$ cat src/hw/lsi_defs.svh
`ifndef LSI_DEFS_SVH
`define LSI_DEFS_SVH
// Contract
// - steady on means always lit, steady off means always dark.
// - 2 Hz flash shows first colour 250 ms then second colour 250 ms.
// - flicker toggles at 10 Hz, 50 ms lit then 50 ms dark.
// - run/error blink toggles at 5 Hz, 100 ms lit then 100 ms dark.
// - configured without active communication blinks run/error green.
// - configured with active communication lights run/error green steadily.
// - each channel link indicator lit while link exists, dark otherwise.
// - each channel activity indicator flashes while frames move on it.
// - configuration mode flashes config/fault indicator red regularly.
// - module error flashes config/fault indicator red irregularly.
// - host command flag routes sync signal onto config/fault indicator.
// - sixteen shift output lines each drive one test indicator.
// - running firmware lights system indicator steadily green.
// - boot loader active blinks system indicator alternately green and yellow.
// - link of channel 0 and channel 1 on two separate outputs.

// ==========================================
// timing
`define LSI_CLK_HZ 100000000
`define LSI_FLASH_MS 250
`define LSI_FLICK_MS 50
`define LSI_BLINK_MS 100
`define LSI_CFG_MS 500
`define LSI_CFGERR_MS 125
`define LSI_ACT_HOLD_MS 50
`define LSI_MS_CYC (`LSI_CLK_HZ / 1000)
`define LSI_CNT_W 32
`define LSI_SHIFT_N 16

// ==========================================
// reset values
`define LSI_LFSR_SEED 8'h01
`endif

$ cat src/hw/lsi_pkg.sv
package lsi_pkg;
  // ==========================================
  // pattern selection for the config/fault indicator
  typedef enum logic [2:0] {
    LSI_CF_OFF,
    LSI_CF_SYNC,
    LSI_CF_MODERR,
    LSI_CF_CFGERR,
    LSI_CF_CFGMODE
  } lsi_cf_mode_t;
endpackage : lsi_pkg

$ cat src/hw/lsi_tick.sv
`include "lsi_defs.svh"
// ==========================================
// half-period toggle generator for one pattern
module lsi_tick #(
  parameter int unsigned HALF_MS = 250
) (
  input wire logic i_clk,
  input wire logic i_rst,
  input wire logic i_ce,
  output logic o_phase
);
  localparam logic [`LSI_CNT_W-1:0] HALF_CYC = `LSI_CNT_W'(HALF_MS * `LSI_MS_CYC);
  logic [`LSI_CNT_W-1:0] cnt_q, cnt_d;
  logic ph_q, ph_d;

  // count one half period, then flip the phase
  always_comb begin
    cnt_d = cnt_q + `LSI_CNT_W'(1);
    ph_d = ph_q;
    if (cnt_q == HALF_CYC - `LSI_CNT_W'(1)) begin
      cnt_d = '0;
      ph_d = ~ph_q;
    end
  end

  always_ff @(posedge i_clk) begin
    if (i_rst) begin
      cnt_q <= '0;
      ph_q <= 1'b0;
    end else if (i_ce) begin
      cnt_q <= cnt_d;
      ph_q <= ph_d;
    end
  end

  assign o_phase = ph_q;
endmodule : lsi_tick

$ cat src/hw/lsi_top.sv
`include "lsi_defs.svh"
// ==========================================
// front indicator pattern logic
module lsi_top (
  input wire logic i_clk,
  input wire logic i_rst,
  input wire logic i_ce,
  input wire logic i_configured,
  input wire logic i_comm_active,
  input wire logic i_comm_error,
  input wire logic i_unconf_blink_red,
  input wire logic [1:0] i_link_up,
  input wire logic [1:0] i_frame_seen,
  input wire logic i_cfg_mode,
  input wire logic i_cfg_error,
  input wire logic i_module_error,
  input wire logic i_sync_select,
  input wire logic i_sync,
  input wire logic i_fw_running,
  input wire logic i_boot_active,
  input wire logic [`LSI_SHIFT_N-1:0] i_sync_serial_shift_io,
  output logic o_run_green,
  output logic o_run_red,
  output logic [1:0] o_link_led,
  output logic [1:0] o_traffic_indicator,
  output logic o_config_fault_indicator,
  output logic o_system_green,
  output logic o_system_yellow,
  output logic o_port0_link_out_n,
  output logic o_port1_link_out_n,
  output logic [`LSI_SHIFT_N-1:0] o_shift_out_lines
);
  // ==========================================
  // pattern phase generators
  logic ph_flash, ph_flick, ph_blink, ph_cfg, ph_cfgerr;

  // 2 Hz colour alternation for the system indicator during boot
  lsi_tick #(.HALF_MS(`LSI_FLASH_MS)) u_flash (
    .i_clk(i_clk),
    .i_rst(i_rst),
    .i_ce(i_ce),
    .o_phase(ph_flash)
  );
  // 10 Hz flicker, shared by both activity leds and the lfsr step
  lsi_tick #(.HALF_MS(`LSI_FLICK_MS)) u_flick (
    .i_clk(i_clk),
    .i_rst(i_rst),
    .i_ce(i_ce),
    .o_phase(ph_flick)
  );
  // 5 Hz blink for the run/error indicator
  lsi_tick #(.HALF_MS(`LSI_BLINK_MS)) u_blink (
    .i_clk(i_clk),
    .i_rst(i_rst),
    .i_ce(i_ce),
    .o_phase(ph_blink)
  );
  // slow regular flash while in configuration mode
  lsi_tick #(.HALF_MS(`LSI_CFG_MS)) u_cfg (
    .i_clk(i_clk),
    .i_rst(i_rst),
    .i_ce(i_ce),
    .o_phase(ph_cfg)
  );
  // faster regular flash, so a config error reads apart from config mode
  lsi_tick #(.HALF_MS(`LSI_CFGERR_MS)) u_cfgerr (
    .i_clk(i_clk),
    .i_rst(i_rst),
    .i_ce(i_ce),
    .o_phase(ph_cfgerr)
  );

  // ==========================================
  // irregular pattern: 8-bit lfsr stepped on each flicker edge
  logic [7:0] lfsr_q, lfsr_d;
  logic flick_prev_q, flick_prev_d;

  always_comb begin
    flick_prev_d = ph_flick;
    lfsr_d = lfsr_q;
    if (ph_flick != flick_prev_q) begin
      lfsr_d = {lfsr_q[6:0], lfsr_q[7] ^ lfsr_q[5] ^ lfsr_q[4] ^ lfsr_q[3]};
    end
  end

  // nonzero seed: an all-zero lfsr would lock up and never flash
  always_ff @(posedge i_clk) begin
    if (i_rst) begin
      lfsr_q <= `LSI_LFSR_SEED;
      flick_prev_q <= 1'b0;
    end else if (i_ce) begin
      lfsr_q <= lfsr_d;
      flick_prev_q <= flick_prev_d;
    end
  end

  // ==========================================
  // activity stretch: each frame restarts a hold so short bursts stay visible
  localparam logic [`LSI_CNT_W-1:0] ACT_CYC = `LSI_CNT_W'(`LSI_ACT_HOLD_MS * `LSI_MS_CYC);
  logic [1:0] act_busy;

  genvar g;
  generate
    for (g = 0; g < 2; g++) begin : g_act
      // a lone one-cycle frame pulse holds busy for one flicker half; it lights only where that overlaps the lit flicker phase
      logic [`LSI_CNT_W-1:0] hold_q, hold_d;
      always_comb begin
        hold_d = hold_q;
        if (i_frame_seen[g]) begin
          hold_d = ACT_CYC;
        end else if (hold_q != '0) begin
          hold_d = hold_q - `LSI_CNT_W'(1);
        end
      end
      always_ff @(posedge i_clk) begin
        if (i_rst) begin
          hold_q <= '0;
        end else if (i_ce) begin
          hold_q <= hold_d;
        end
      end
      assign act_busy[g] = (hold_q != '0);
    end
  endgenerate

  // ==========================================
  // config/fault source selection; sync override first, then severity
  lsi_pkg::lsi_cf_mode_t cf_mode;
  always_comb begin
    if (i_sync_select) begin
      cf_mode = lsi_pkg::LSI_CF_SYNC;
    end else if (i_module_error) begin
      cf_mode = lsi_pkg::LSI_CF_MODERR;
    end else if (i_cfg_error) begin
      cf_mode = lsi_pkg::LSI_CF_CFGERR;
    end else if (i_cfg_mode) begin
      cf_mode = lsi_pkg::LSI_CF_CFGMODE;
    end else begin
      cf_mode = lsi_pkg::LSI_CF_OFF;
    end
  end

  // ==========================================
  // next output values
  logic run_g_d, run_r_d, cf_d, sys_g_d, sys_y_d;
  logic [1:0] link_d, act_d;

  always_comb begin
    // red beats green; unconfigured is dark unless red blink requested
    run_g_d = 1'b0;
    run_r_d = 1'b0;
    if (i_comm_error) begin
      run_r_d = 1'b1;
    end else if (!i_configured) begin
      run_r_d = i_unconf_blink_red & ph_blink;
    end else if (i_comm_active) begin
      run_g_d = 1'b1;
    end else begin
      run_g_d = ph_blink;
    end
    link_d = i_link_up;
    act_d = act_busy & {2{ph_flick}};
    // config/fault pattern per selected source
    case (cf_mode)
      lsi_pkg::LSI_CF_SYNC: cf_d = i_sync;
      lsi_pkg::LSI_CF_MODERR: cf_d = lfsr_q[0];
      lsi_pkg::LSI_CF_CFGERR: cf_d = ph_cfgerr;
      lsi_pkg::LSI_CF_CFGMODE: cf_d = ph_cfg;
      lsi_pkg::LSI_CF_OFF: cf_d = 1'b0;
      default: cf_d = 1'b0;
    endcase
    // firmware wins; boot loader alternates colours on the 2 Hz phase
    if (i_fw_running) begin
      sys_g_d = 1'b1;
      sys_y_d = 1'b0;
    end else if (i_boot_active) begin
      sys_g_d = ~ph_flash;
      sys_y_d = ph_flash;
    end else begin
      sys_g_d = 1'b0;
      sys_y_d = 1'b0;
    end
  end

  // ==========================================
  // output registers
  logic run_g_q, run_r_q, cf_q, sys_g_q, sys_y_q;
  logic [1:0] link_q, act_q;
  logic [`LSI_SHIFT_N-1:0] shift_q;

  always_ff @(posedge i_clk) begin
    if (i_rst) begin
      run_g_q <= 1'b0;
      run_r_q <= 1'b0;
      cf_q <= 1'b0;
      sys_g_q <= 1'b0;
      sys_y_q <= 1'b0;
      link_q <= 2'h0;
      act_q <= 2'h0;
      shift_q <= 16'h0000;
    end else if (i_ce) begin
      run_g_q <= run_g_d;
      run_r_q <= run_r_d;
      cf_q <= cf_d;
      sys_g_q <= sys_g_d;
      sys_y_q <= sys_y_d;
      link_q <= link_d;
      act_q <= act_d;
      shift_q <= i_sync_serial_shift_io;
    end
  end

  assign o_run_green = run_g_q;
  assign o_run_red = run_r_q;
  assign o_link_led = link_q;
  assign o_traffic_indicator = act_q;
  assign o_config_fault_indicator = cf_q;
  assign o_system_green = sys_g_q;
  assign o_system_yellow = sys_y_q;
  // separate active-low link pins, one per channel
  assign o_port0_link_out_n = ~link_q[0];
  assign o_port1_link_out_n = ~link_q[1];
  assign o_shift_out_lines = shift_q;
endmodule : lsi_top
$ cat config.mk
export PLATFORM = sky130hd
export DESIGN_NAME = lsi_top
export DESIGN_NICKNAME = d
export VERILOG_FILES = /design/src/hw/lsi_pkg.sv /design/src/hw/lsi_tick.sv /design/src/hw/lsi_top.sv
export VERILOG_INCLUDE_DIRS = /design/src /design/src/hw
export SDC_FILE = /design/constraint.sdc
export NUM_CORES = 1
export LEC_CHECK = 0
export ABC_CLOCK_PERIOD_IN_PS = 3150
export BUFFER_PORTS_ARGS = -buffer_cell sky130_fd_sc_hd__buf_2
export CAP_MARGIN = 30
export CORE_MARGIN = 2
export CORE_UTILIZATION = 55
export CTS_CLUSTER_SIZE = 40
export DETAILED_ROUTE_END_ITERATION = 10
export PLACE_DENSITY = 0.79
export SLEW_MARGIN = 20
export SYNTH_ARGS = -nofsm -noshare
export SYNTH_HDL_FRONTEND = slang
export SYNTH_SLANG_ARGS = --single-unit
$ cat constraint.sdc
create_clock -name i_clk -period 3.15 [get_ports i_clk]
set_input_delay 0.4725 -clock i_clk [delete_from_list [all_inputs] [get_ports i_clk]]
set_output_delay 0.4725 -clock i_clk [all_outputs]
set_load 0.005 [all_outputs]
Yosys cells after proc, flatten, opt, wreduce, memory -nomap -nowiden
Cells that the tools add are included.
{ "word_totals": {"output_inout_bits": 27, "wordCells": 86, "memories": 0, "ramBits": 0, "latch_bits": 0, "reg_bits": 263, "input_bits": 34, "mem_bits_ro": 0} }
{ "classes": {"n_addsub": 7, "eq_ne": 10, "order_cmp": 0, "mul": 0, "n_reduce_logical": 12, "div": 0, "shift": 0, "n_mux": 23, "bitwise": 12} }
{ "op_table": {"columns": ["op", "n"], "rows": [
  ["32-bit two-way mux", 9],
  ["32-bit by 1-bit adder with 32-bit output (second input constant)", 5],
  ["32-bit by 24-bit equality test with 1-bit output (second input constant)", 2],
  ["32-bit nonzero test", 2],
  ["32-bit by 1-bit subtractor with 32-bit output (second input constant)", 2],
  ["32-bit by 23-bit equality test with 1-bit output (second input constant)", 1],
  ["32-bit by 25-bit equality test with 1-bit output (second input constant)", 1],
  ["32-bit by 26-bit equality test with 1-bit output (second input constant)", 1],
  ["2-bit AND reduction", 8],
  ["3-bit two-way mux", 4],
  ["1-bit two-way mux", 9],
  ["1-bit NOT", 7],
  ["3-bit by 2-bit equality test with 1-bit output (second input constant)", 2],
  ["1-bit one-hot mux with 4 select lines", 1],
  ["2-bit nonzero test", 2],
  ["3-bit by 1-bit equality test with 1-bit output (second input constant)", 1],
  ["3-bit equality test (second input constant)", 1],
  ["1-bit XOR", 3],
  ["2-bit bitwise AND", 1],
  ["1-bit bitwise AND", 1],
  ["1-bit != test", 1]
]} }

Longest topological paths before layout
Gate-level depths: netlist (run 1).
{ "logic_depth": {"ltp_word": 6, "mapped_depth": 9, "mapped_depth_nobuf": 7} }

Modules after synthesis
A second synthesis (run 1) with hierarchy kept.
{ "unflattened": {"cells_unflattened": 1546, "area_unflattened_um2": 13250.2} }
{ "by_module_without_submodules": {"columns": ["mod", "area_each_um2", "cells_each", "n_inst", "seq_area_each_um2"], "rows": [
  ["lsi_top", 4773.3, 567, 1, 1961.9],
  ["lsi_tick (u_flash)", 1838.0, 217, 1, 660.6],
  ["lsi_tick (u_blink)", 1701.6, 188, 1, 660.6],
  ["lsi_tick (u_cfg)", 1675.4, 195, 1, 660.6],
  ["lsi_tick (u_cfgerr)", 1640.3, 193, 1, 660.6],
  ["lsi_tick (u_flick)", 1621.6, 186, 1, 660.6]
]} }

Worst setup path after synthesis (run 1)
No wires, ideal clock.
{ "synth_path": {"path_kind": "reg-to-reg", "startpoint": "reg g_act[0].hold_q[17]", "endpoint": "reg g_act[0].hold_q[9]", "n_path_buf": 2, "setup_time_ps": 130, "stages_incl_launch_ff": 8, "required_time_ps": 3020, "t_arrival_ps": 2308, "synth_period_minus_slack_ps": 2439, "path_slack_ps": 711, "path_cell_list": "dfxtp_1 -> or4_4 -> buf_6 -> or4_4 -> buf_6 -> or4_1 -> a21oi_1 -> o31ai_1"} }
{ "synth_via": {"elab_chain_cells": 3} }
{ "synth_lines": {"columns": ["element", "line", "rtl"], "rows": [
  ["start, declared", "lsi_top.sv:106", "logic [`LSI_CNT_W-1:0] hold_q, hold_d;"],
  ["start signal, assigned", "lsi_top.sv:119", "hold_q <= hold_d;"],
  ["32-bit nonzero test", "lsi_top.sv:111", "end else if (hold_q != '0) begin"],
  ["2-bit nonzero test (no line)", null, null],
  ["2-bit AND reduction (no line)", null, null]
]} }
No other way between the ends.
A chain may end at the register's enable or synchronous reset.

Final worst setup path (run 1)
{ "layout_path": {"startpoint": "reg u_flash.cnt_q[0]", "endpoint": "reg u_flash.cnt_q[3]"} }
{ "layout_via": {"elab_chain_cells": 2, "elab_cells_between_ends": 3, "classes_between": "add/sub: 1; eq/ne: 1; mux: 1"} }
{ "layout_lines": {"columns": ["element", "line", "rtl"], "rows": [
  ["start, declared", "lsi_tick.sv:13", "logic [`LSI_CNT_W-1:0] cnt_q, cnt_d;"],
  ["start signal, assigned", "lsi_tick.sv:31", "cnt_q <= cnt_d;"],
  ["32-bit by 1-bit adder with 32-bit output or 32-bit by 25-bit equality test with 1-bit output (tied branches)", "lsi_tick.sv:18, lsi_tick.sv:20", null],
  ["32-bit two-way mux *", "lsi_tick.sv:20", "if (cnt_q == HALF_CYC - `LSI_CNT_W'(1)) begin"]
]} }
Every way passes the cells marked *; elsewhere a longest branch is shown, timed or not.

==> impl_metrics.csv, run 1 <==
group,metric,value,unit
outcome,outcome,"complete, no violations",
critical_path,max_stage_delay,0.65,ns
layout,diodes,0,
synth,ys_ff_latch,263,
critical_path,r2r_start,"u_flash.cnt_q[0]$_SDFFE_PP0P_",
critical_path,cp-endpoint,"u_flash.cnt_q[3]$_SDFFE_PP0P_",
drt,routedWlPerCell,14.35,µm
critical_path,worst-r2r-cell-count,6,
clock_tree,path_clk_slew,0.06,ns
floorplanning,die_w,154.1,µm
clock_tree,postCtsSetupBuffers,0,
layout,syn2layout_area_growth,11.41,%
synth,ys.flop_type,"dfxtp_1",
sta,skew,0.01249,ns
power,p_per_area,536.4,nW/µm²
floorplanning,coreArea,21960,µm²
drt,vias_per_cell,5.811,
job,cap_viol_max_count,0,
sta,min_period,2.802,ns
placed_design,gp_congestion,0.8590,
sta,relSlewSlack,0.4645,
clock_tree,cts_buffers,29,
critical_path,critPathCaptureType,"flop",
placed_design,port_buffers,60,
clock_tree,ctsLongestPathBuffers,3,
grt,antenna_found_initial,0,
floorplanning,rows,54,
grt,grt_overflow,0,
critical_path,crit_required,3.55,ns
grt,grt_max_degree,41,
drt,routed_wirelength,25950,µm
synth,synth_edf_count,0,
clock_tree,cts.sinks,263,
power,irDropWorstVdd,0.3541,mV
synth,synth_cell_types,58,
drt,dr.first_iter.drc_count,617,
sta,setup_tns,0,ns
critical_path,r2r_slack,0.35,ns
grt,grt_pass1_wl,45140,µm
sta,setup_viol,0,
critical_path,arrival,3.20,ns
grt,grt_pass1_vias,9952,
critical_path,crit_path_top_delay_cell,"or4_1",
critical_path,path_class,"flop to flop",
critical_path,cp-startpoint,"u_flash.cnt_q[0]$_SDFFE_PP0P_",
layout,final_nets,1550,
worst_hold_path,worstHoldStart,"i_sync_serial_shift_io[11]",
drt,antenna_left,0,
sta,hold_slack,0.1631,ns
grt,track_usage,0.2180,
floorplanning,initial_core_util,0.5644,
sta,finalHoldViolCount,0,
clock_tree,cts_hold_buffers,0,
critical_path,start_kind,"flop",
sta,fmax,356.8,MHz
clock_tree,htreeDepth,1,
sta,finalMaxSlewViolations,0,
critical_path,reg2reg_to,"u_flash.cnt_q[3]$_SDFFE_PP0P_",
sta,rsz0062_at_grt,"no",
floorplanning,pin_count,61,
clock_tree,root_buffer,"clkbuf_16",
synth,ys_seq_area_frac,0.4248,
critical_path,critical_path_peak_fanout,32,
drt,firstDrtPassIters,5,
power,leakage,4.918,nW
layout,num-fill-cells,1793,
synth,avgSynthCellArea,8.488,µm²
synth,yosysWarnings,0,
synth,synth_cells,1460,
floorplanning,die_y,154.1,µm
clock_tree,clock_latency,0.54,ns
worst_hold_path,hold_class,"input pin to flop",
synth,synth-async-reset-ratio,0,
layout,drive_above_1_share,0.1067,
sta,fin_crit_sh,0.8896,
critical_path,crit_chain,"ha_1, nand4_1, or4_1, nor4_1, or2_2, nor2_1",
sta,worstMarginPinSlew,0.8032,ns
placed_design,dp_hpwl,17280,µm
synth,syn_area,12390,µm²
clock_tree,cts_tree,"built",
drt,vias,10510,
floorplanning,dieArea,23750,µm²
synth,syn_nets,1501,
drt,drc,0,
clock_tree,cts_resized,0,
[cell usage after synthesis, types with 6 or more instances]
cell type    n  share of area
clkbuf_1    42          0.013
and4_1      20          0.014
a21oi_1     58          0.023
o211ai_1     6         0.0036
and3_1      24          0.012
xnor2_1    104          0.073
o31ai_1     23          0.014
a31oi_1      9         0.0045
ha_1         7         0.0071
nor3_1      53          0.021
o21ai_0     21         0.0085
nand3_1     62          0.025
nand4_1     58          0.029
buf_2        7         0.0028
or3_1       36          0.018
buf_1        7         0.0021
nor4_1      50          0.025
dfxtp_1    263           0.42
nand2b_1     7         0.0035
xor2_1      56          0.040
inv_1       33          0.010
nor2_1     246          0.075
or2_2       16         0.0081
nor4b_1      8         0.0057
or4_1       45          0.027
nand2_1     97          0.029
mux2i_1     34          0.027
[worst max-delay path: cells and delay by family, from the launching register on]
kind	cells	cell delay, ns
flops	1	0.42
simple gates	5	1.97
fa+ha+maj	1	0.27
[cells in the final DEF (no fill, tap or decap), drive strengths merged, types with 4 or more instances in the layout]
master  netlist  routed
nand3        62      62
mux2i        34      34
or4          49      49
a31o          4       4
and2          5       5
nor4         52      52
nand2b        7       7
dfxtp       263     263
o31ai        25      25
and3         24      24
nand2        97      97
o211ai        6       6
nor3         54      54
buf          21      81
inv          33      34
nand4        58      58
o21ai        21      21
ha            7       7
clkbuf       42      37
or4b          4       4
a31oi         9       9
nor4b         8       8
clkinv        0      11
a21oi        58      58
or2          16      16
xnor2       104     104
and4         20      20
or3          36      36
xor2         56      56
nor2        246     246
[metal layers]
layer | vias to the layer above | track usage | part of all wire
met3 | 51 | 0.03129 | 0.045
met5 | - | 0 | 0
met4 | 0 | 0.06453 | 0.021
met1 | 4884 | 0.2912 | 0.47
li1 | 5328 | - | -
met2 | 243 | 0.3677 | 0.47
[logic make-up after synthesis]
logic type | share of synthesized area
simple gates | 0.3143
flops | 0.4248
xor+xnor | 0.1131
compound gates | 0.08016
buf+inv | 0.03311
mux | 0.02746
fa+ha+maj | 0.007067
[per-stage QoR]
step / power (mW) / util / cells / cell area (µm²) / setup WS [ns]
finish: 7.406 / 0.6288 / 1808 / 13810 / 0.3477
global route: 7.710 / 0.6288 / 1808 / 13810 / 0.1112
CTS: 7.472 / 0.6288 / 1808 / 13810 / 0.3525
detailed placement: 4.293 / 0.5883 / 1758 / 12920 / 0.3808
global placement: 4.268 / 0.5883 / 1758 / 12920 / 0.4995
floorplan: 4.122 / - / 1460 / 12390 / 0.7110
[sequential cells by signal, summed over array words and instances (netlist names), 8 cells and up]
register           count
u_flash.cnt_q         32
o_shift_out_lines     16
lfsr_q                 8
u_cfgerr.cnt_q        32
g_act.hold_q          64
u_cfg.cnt_q           32
u_blink.cnt_q         32
u_flick.cnt_q         32
[report_power, final]
group / total [mW] / leakage, nW / switching, mW / internal, mW
Sequential: 3.51 / 2.13 / 0.0875 / 3.42
Clock: 3.17 / 0.453 / 1.32 / 1.85
Combinational: 0.728 / 2.33 / 0.444 / 0.284
Total: 7.41 / 4.92 / 1.85 / 5.55
[how the worst min path moves through the flow]
| stage | to | slack [ns] | depth (start not counted) |
|---|---|---|---|
| 2_1_floorplan | g_act[1].hold_q[31]$_SDFFE_PP0P_ | 0.44 | 2 |
| 3_3_place_gp | o_traffic_indicator[0]$_SDFFE_PP0P_ | 0.45 | 2 |
| 3_5_place_dp | o_traffic_indicator[0]$_SDFFE_PP0P_ | 0.45 | 2 |
| 4_1_cts | o_shift_out_lines[8]$_SDFFE_PP0P_ | 0.14 | 3 |
| 5_1_grt | o_shift_out_lines[14]$_SDFFE_PP0P_ | 0.16 | 3 |
| 6_report | o_shift_out_lines[11]$_SDFFE_PP0P_ | 0.16 | 3 |
[area by class of cell]
type	instances	area [µm²]	area share
timing repair buffer	81	460.4	0.03335
clock inverter	13	93.84	0.006797
multi-input combinational	1101	6718	0.4865
tap	280	350.3	0.02537
inverter	33	123.9	0.008971
clock buffer	37	795.8	0.05763
sequential	263	5265	0.3813
(Power assumes the default switching activity.)
==> inputs of run 2 (changes only) <==
--- a/config.mk
+++ b/config.mk
@@ -6,14 +6,16 @@
 export SDC_FILE = /design/constraint.sdc
 export NUM_CORES = 1
 export LEC_CHECK = 0
+export ABC_AREA = 1
 export ABC_CLOCK_PERIOD_IN_PS = 3150
 export BUFFER_PORTS_ARGS = -buffer_cell sky130_fd_sc_hd__buf_2
 export CAP_MARGIN = 30
-export CORE_MARGIN = 2
+export CORE_MARGIN = 5
 export CORE_UTILIZATION = 55
 export CTS_CLUSTER_SIZE = 40
 export DETAILED_ROUTE_END_ITERATION = 10
-export PLACE_DENSITY = 0.79
+export PLACE_DENSITY = 0.78
+export SKIP_LAST_GASP = 1
 export SLEW_MARGIN = 20
 export SYNTH_ARGS = -nofsm -noshare
 export SYNTH_HDL_FRONTEND = slang
==> run 2 against run 1 <==
  * Setup slack gained 0.44 ns
  * Critical path type unchanged
  * Critical endpoint is now g_act[0].hold_q[20]$_SDFFE_PP0P_
  * Register-to-register slack better by 0.44 ns
  * Combinational power grew 55%
  * Utilization down 1.4 points
  * Highest routed layer unchanged
==> impl_metrics.csv, run 2 <==
group,metric,value,unit
synth,synth_top_area_frac,0.3520,
synth,synth-async-reset-ratio,0,
critical_path,cp-endpoint,"g_act[0].hold_q[20]$_SDFFE_PP0P_",
critical_path,reg2reg_to,"g_act[0].hold_q[20]$_SDFFE_PP0P_",
power,irDropWorstVdd,0.4048,mV
sta,skew,0.02281,ns
clock_tree,root_buffer,"clkbuf_16",
drt,drc,0,
floorplanning,rows,60,
critical_path,crit_required,3.61,ns
synth,synth_common_cells,"nor2_1 (534), nand2_1 (531), dfxtp_1 (263), inv_1 (261), nand3_1 (155)",
sta,rsz0062_at_grt,"no",
drt,routedWlPerCell,12.90,µm
placed_design,port_buffers,60,
synth,synth_top_area_cell,"dfxtp_1",
layout,largest_reg_flops,64,
floorplanning,coreArea,26880,µm²
clock_tree,clock_latency,0.54,ns
layout,regMostFlops,"g_act.hold_q",
synth,synth-simple-area-share,0.4500,
clock_tree,htreeDepth,1,
synth,synth_most_common_cell,"nor2_1",
critical_path,path_class,"flop to flop",
sta,min_period,2.365,ns
sta,finalHoldViolCount,0,
synth,yosysWarnings,0,
drt,vias,14710,
clock_tree,cts_tree,"built",
job,cap_viol_max_count,0,
grt,grt_pass1_vias,14200,
layout,layout_common_cells,"nor2_1 (534), nand2_1 (531), dfxtp_1 (263), inv_1 (261), nand3_1 (155)",
synth,ys_top_cells_by_area,"dfxtp_1 (35%), nor2_1 (13%), nand2_1 (13%)",
synth,syn_area,14960,µm²
clock_tree,ctsLongestPathBuffers,3,
layout,drive_above_1_share,0.1079,
synth,synth_cell_types,55,
power,leakage,6.702,nW
floorplanning,die_w,174.9,µm
critical_path,start_kind,"flop",
sta,fmax,422.9,MHz
outcome,outcome,"complete, no violations",
clock_tree,postCtsSetupBuffers,0,
critical_path,cp-startpoint,"g_act[0].hold_q[0]$_SDFFE_PP0P_",
critical_path,critical_path_peak_fanout,15,
drt,antenna_left,0,
floorplanning,die_y,174.9,µm
grt,track_usage,0.2308,
clock_tree,path_clk_slew,0.06,ns
critical_path,arrival,2.83,ns
synth,synth_cells,2350,
sta,fin_crit_sh,0.7507,
layout,mostFrequentLayoutCell,"nor2_1",
drt,dr.first_iter.drc_count,991,
critical_path,worst-r2r-cell-count,12,
synth,synthXorXnorAreaFrac,0.02576,
clock_tree,cts.sinks,263,
drt,routed_wirelength,35630,µm
drt,firstDrtPassIters,6,
clock_tree,cts_hold_buffers,0,
sta,setup_tns,0,ns
critical_path,critPathCaptureType,"flop",
synth,avgSynthCellArea,6.366,µm²
power,p_per_area,499.2,nW/µm²
synth,ys_seq_area_frac,0.3520,
clock_tree,cts_buffers,29,
layout,post_layout_nonfiller_instances,2761,
drt,vias_per_cell,5.326,
synth,synth_edf_count,0,
sta,finalMaxSlewViolations,0,
power,total_power,8.242,mW
synth,ys.flop_type,"dfxtp_1",
synth,synthAdderAreaFrac,0.005855,
worst_hold_path,hold_class,"input pin to flop",
synth,synth-compound-area-share,0.07753,
sta,relSlewSlack,0.3977,
grt,grt_pass1_wl,62440,µm
layout,syn2layout_area_growth,10.37,%
synth,ys_ff_latch,263,
grt,grt_max_degree,90,
placed_design,dp_hpwl,25510,µm
floorplanning,pin_count,61,
floorplanning,initial_core_util,0.5566,
sta,worstMarginPinSlew,0.8975,ns
placed_design,gp_congestion,0.9167,
layout,final_nets,2441,
sta,setup_viol,0,
grt,antenna_found_initial,0,
layout,diodes,0,
grt,grt_overflow,0,
floorplanning,dieArea,30600,µm²
critical_path,r2r_slack,0.79,ns
synth,synth_top_family_by_area,"simple AND/OR/NAND/NOR gates",
clock_tree,cts_resized,0,
placed_design,dp.cells,2710,
synth,syn_nets,2391,
synth,muxShareOfSynthArea,0,
critical_path,r2r_start,"g_act[0].hold_q[0]$_SDFFE_PP0P_",
[run 2: critical path: stages (launching register included)]
cell,delay (ns)
dfxtp_1,0.35
inv_1,0.08
ha_1,0.26
nand2_2,0.17
nor2_8,0.07
nand2_4,0.09
nor2_8,0.05
a21oi_2,0.58
buf_4,0.33
nand2_1,0.09
nand2_1,0.07
nand2_1,0.04
nor2_1,0.10
[run 2: cells by family after synthesis]
| group | Yosys count |
|---|---|
| flops | 263 |
| buf+inv | 323 |
| simple gates | 1517 |
| xor+xnor | 44 |
| compound gates | 196 |
| fa+ha+maj | 7 |
[run 2: how the worst min path moves through the flow]
| stage | slack, ns | end | depth (start not counted) | start |
|---|---|---|---|---|
| after floorplan | 0.44 | u_cfg.cnt_q[16]$_SDFFE_PP0P_ | 2 | u_cfg.cnt_q[16]$_SDFFE_PP0P_ |
| after global placement | 0.45 | o_link_led[1]$_SDFFE_PP0P_ | 2 | o_link_led[1]$_SDFFE_PP0P_ |
| after detailed placement | 0.46 | o_run_green$_SDFFE_PP0P_ | 2 | o_run_green$_SDFFE_PP0P_ |
| after CTS | 0.13 | o_shift_out_lines[15]$_SDFFE_PP0P_ | 3 | i_sync_serial_shift_io[15] |
| after global routing | 0.16 | o_shift_out_lines[6]$_SDFFE_PP0P_ | 3 | i_sync_serial_shift_io[6] |
| final | 0.15 | o_shift_out_lines[15]$_SDFFE_PP0P_ | 3 | i_sync_serial_shift_io[15] |
[run 2: routing by layer]
layer,share of wire,wire length [µm],track usage
met2,0.47,16810,0.4128
met4,0.024,843,0.06743
met5,0,0,0
met1,0.46,16230,0.2931
met3,0.049,1738,0.02726
[run 2: cell type report]
| class | count | area, µm² |
|---|---|---|
| clock buffer | 35 | 778.2 |
| multi-input combinational | 1764 | 8364 |
| fill | 2539 | 10360 |
| clock inverter | 16 | 244.0 |
| inverter | 271 | 1020 |
| tap | 341 | 426.7 |
| sequential | 263 | 5265 |
| timing repair buffer | 71 | 412.9 |
[run 2: power breakdown]
group	total [mW]	leakage, nW	internal [mW]	switching, mW
Combinational	1.13	4.07	0.375	0.759
Clock	3.60	0.504	2.24	1.36
Sequential	3.51	2.13	3.42	0.0902
Total	8.24	6.70	6.04	2.21
[run 2: through the flow]
stage / hold slack [ns] / utilization / instance area, µm² / worst slack [ns]
6_report: 0.1519 / 0.6143 / 16510 / 0.7854
5_1_grt: 0.1619 / 0.6143 / 16510 / 0.5182
4_1_cts: 0.1326 / 0.6143 / 16510 / 0.8019
3_5_place_dp: 0.4579 / 0.5763 / 15490 / 0.8212
3_3_place_gp: 0.4529 / 0.5763 / 15490 / 0.8832
2_1_floorplan: 0.4407 / - / 14960 / 1.434
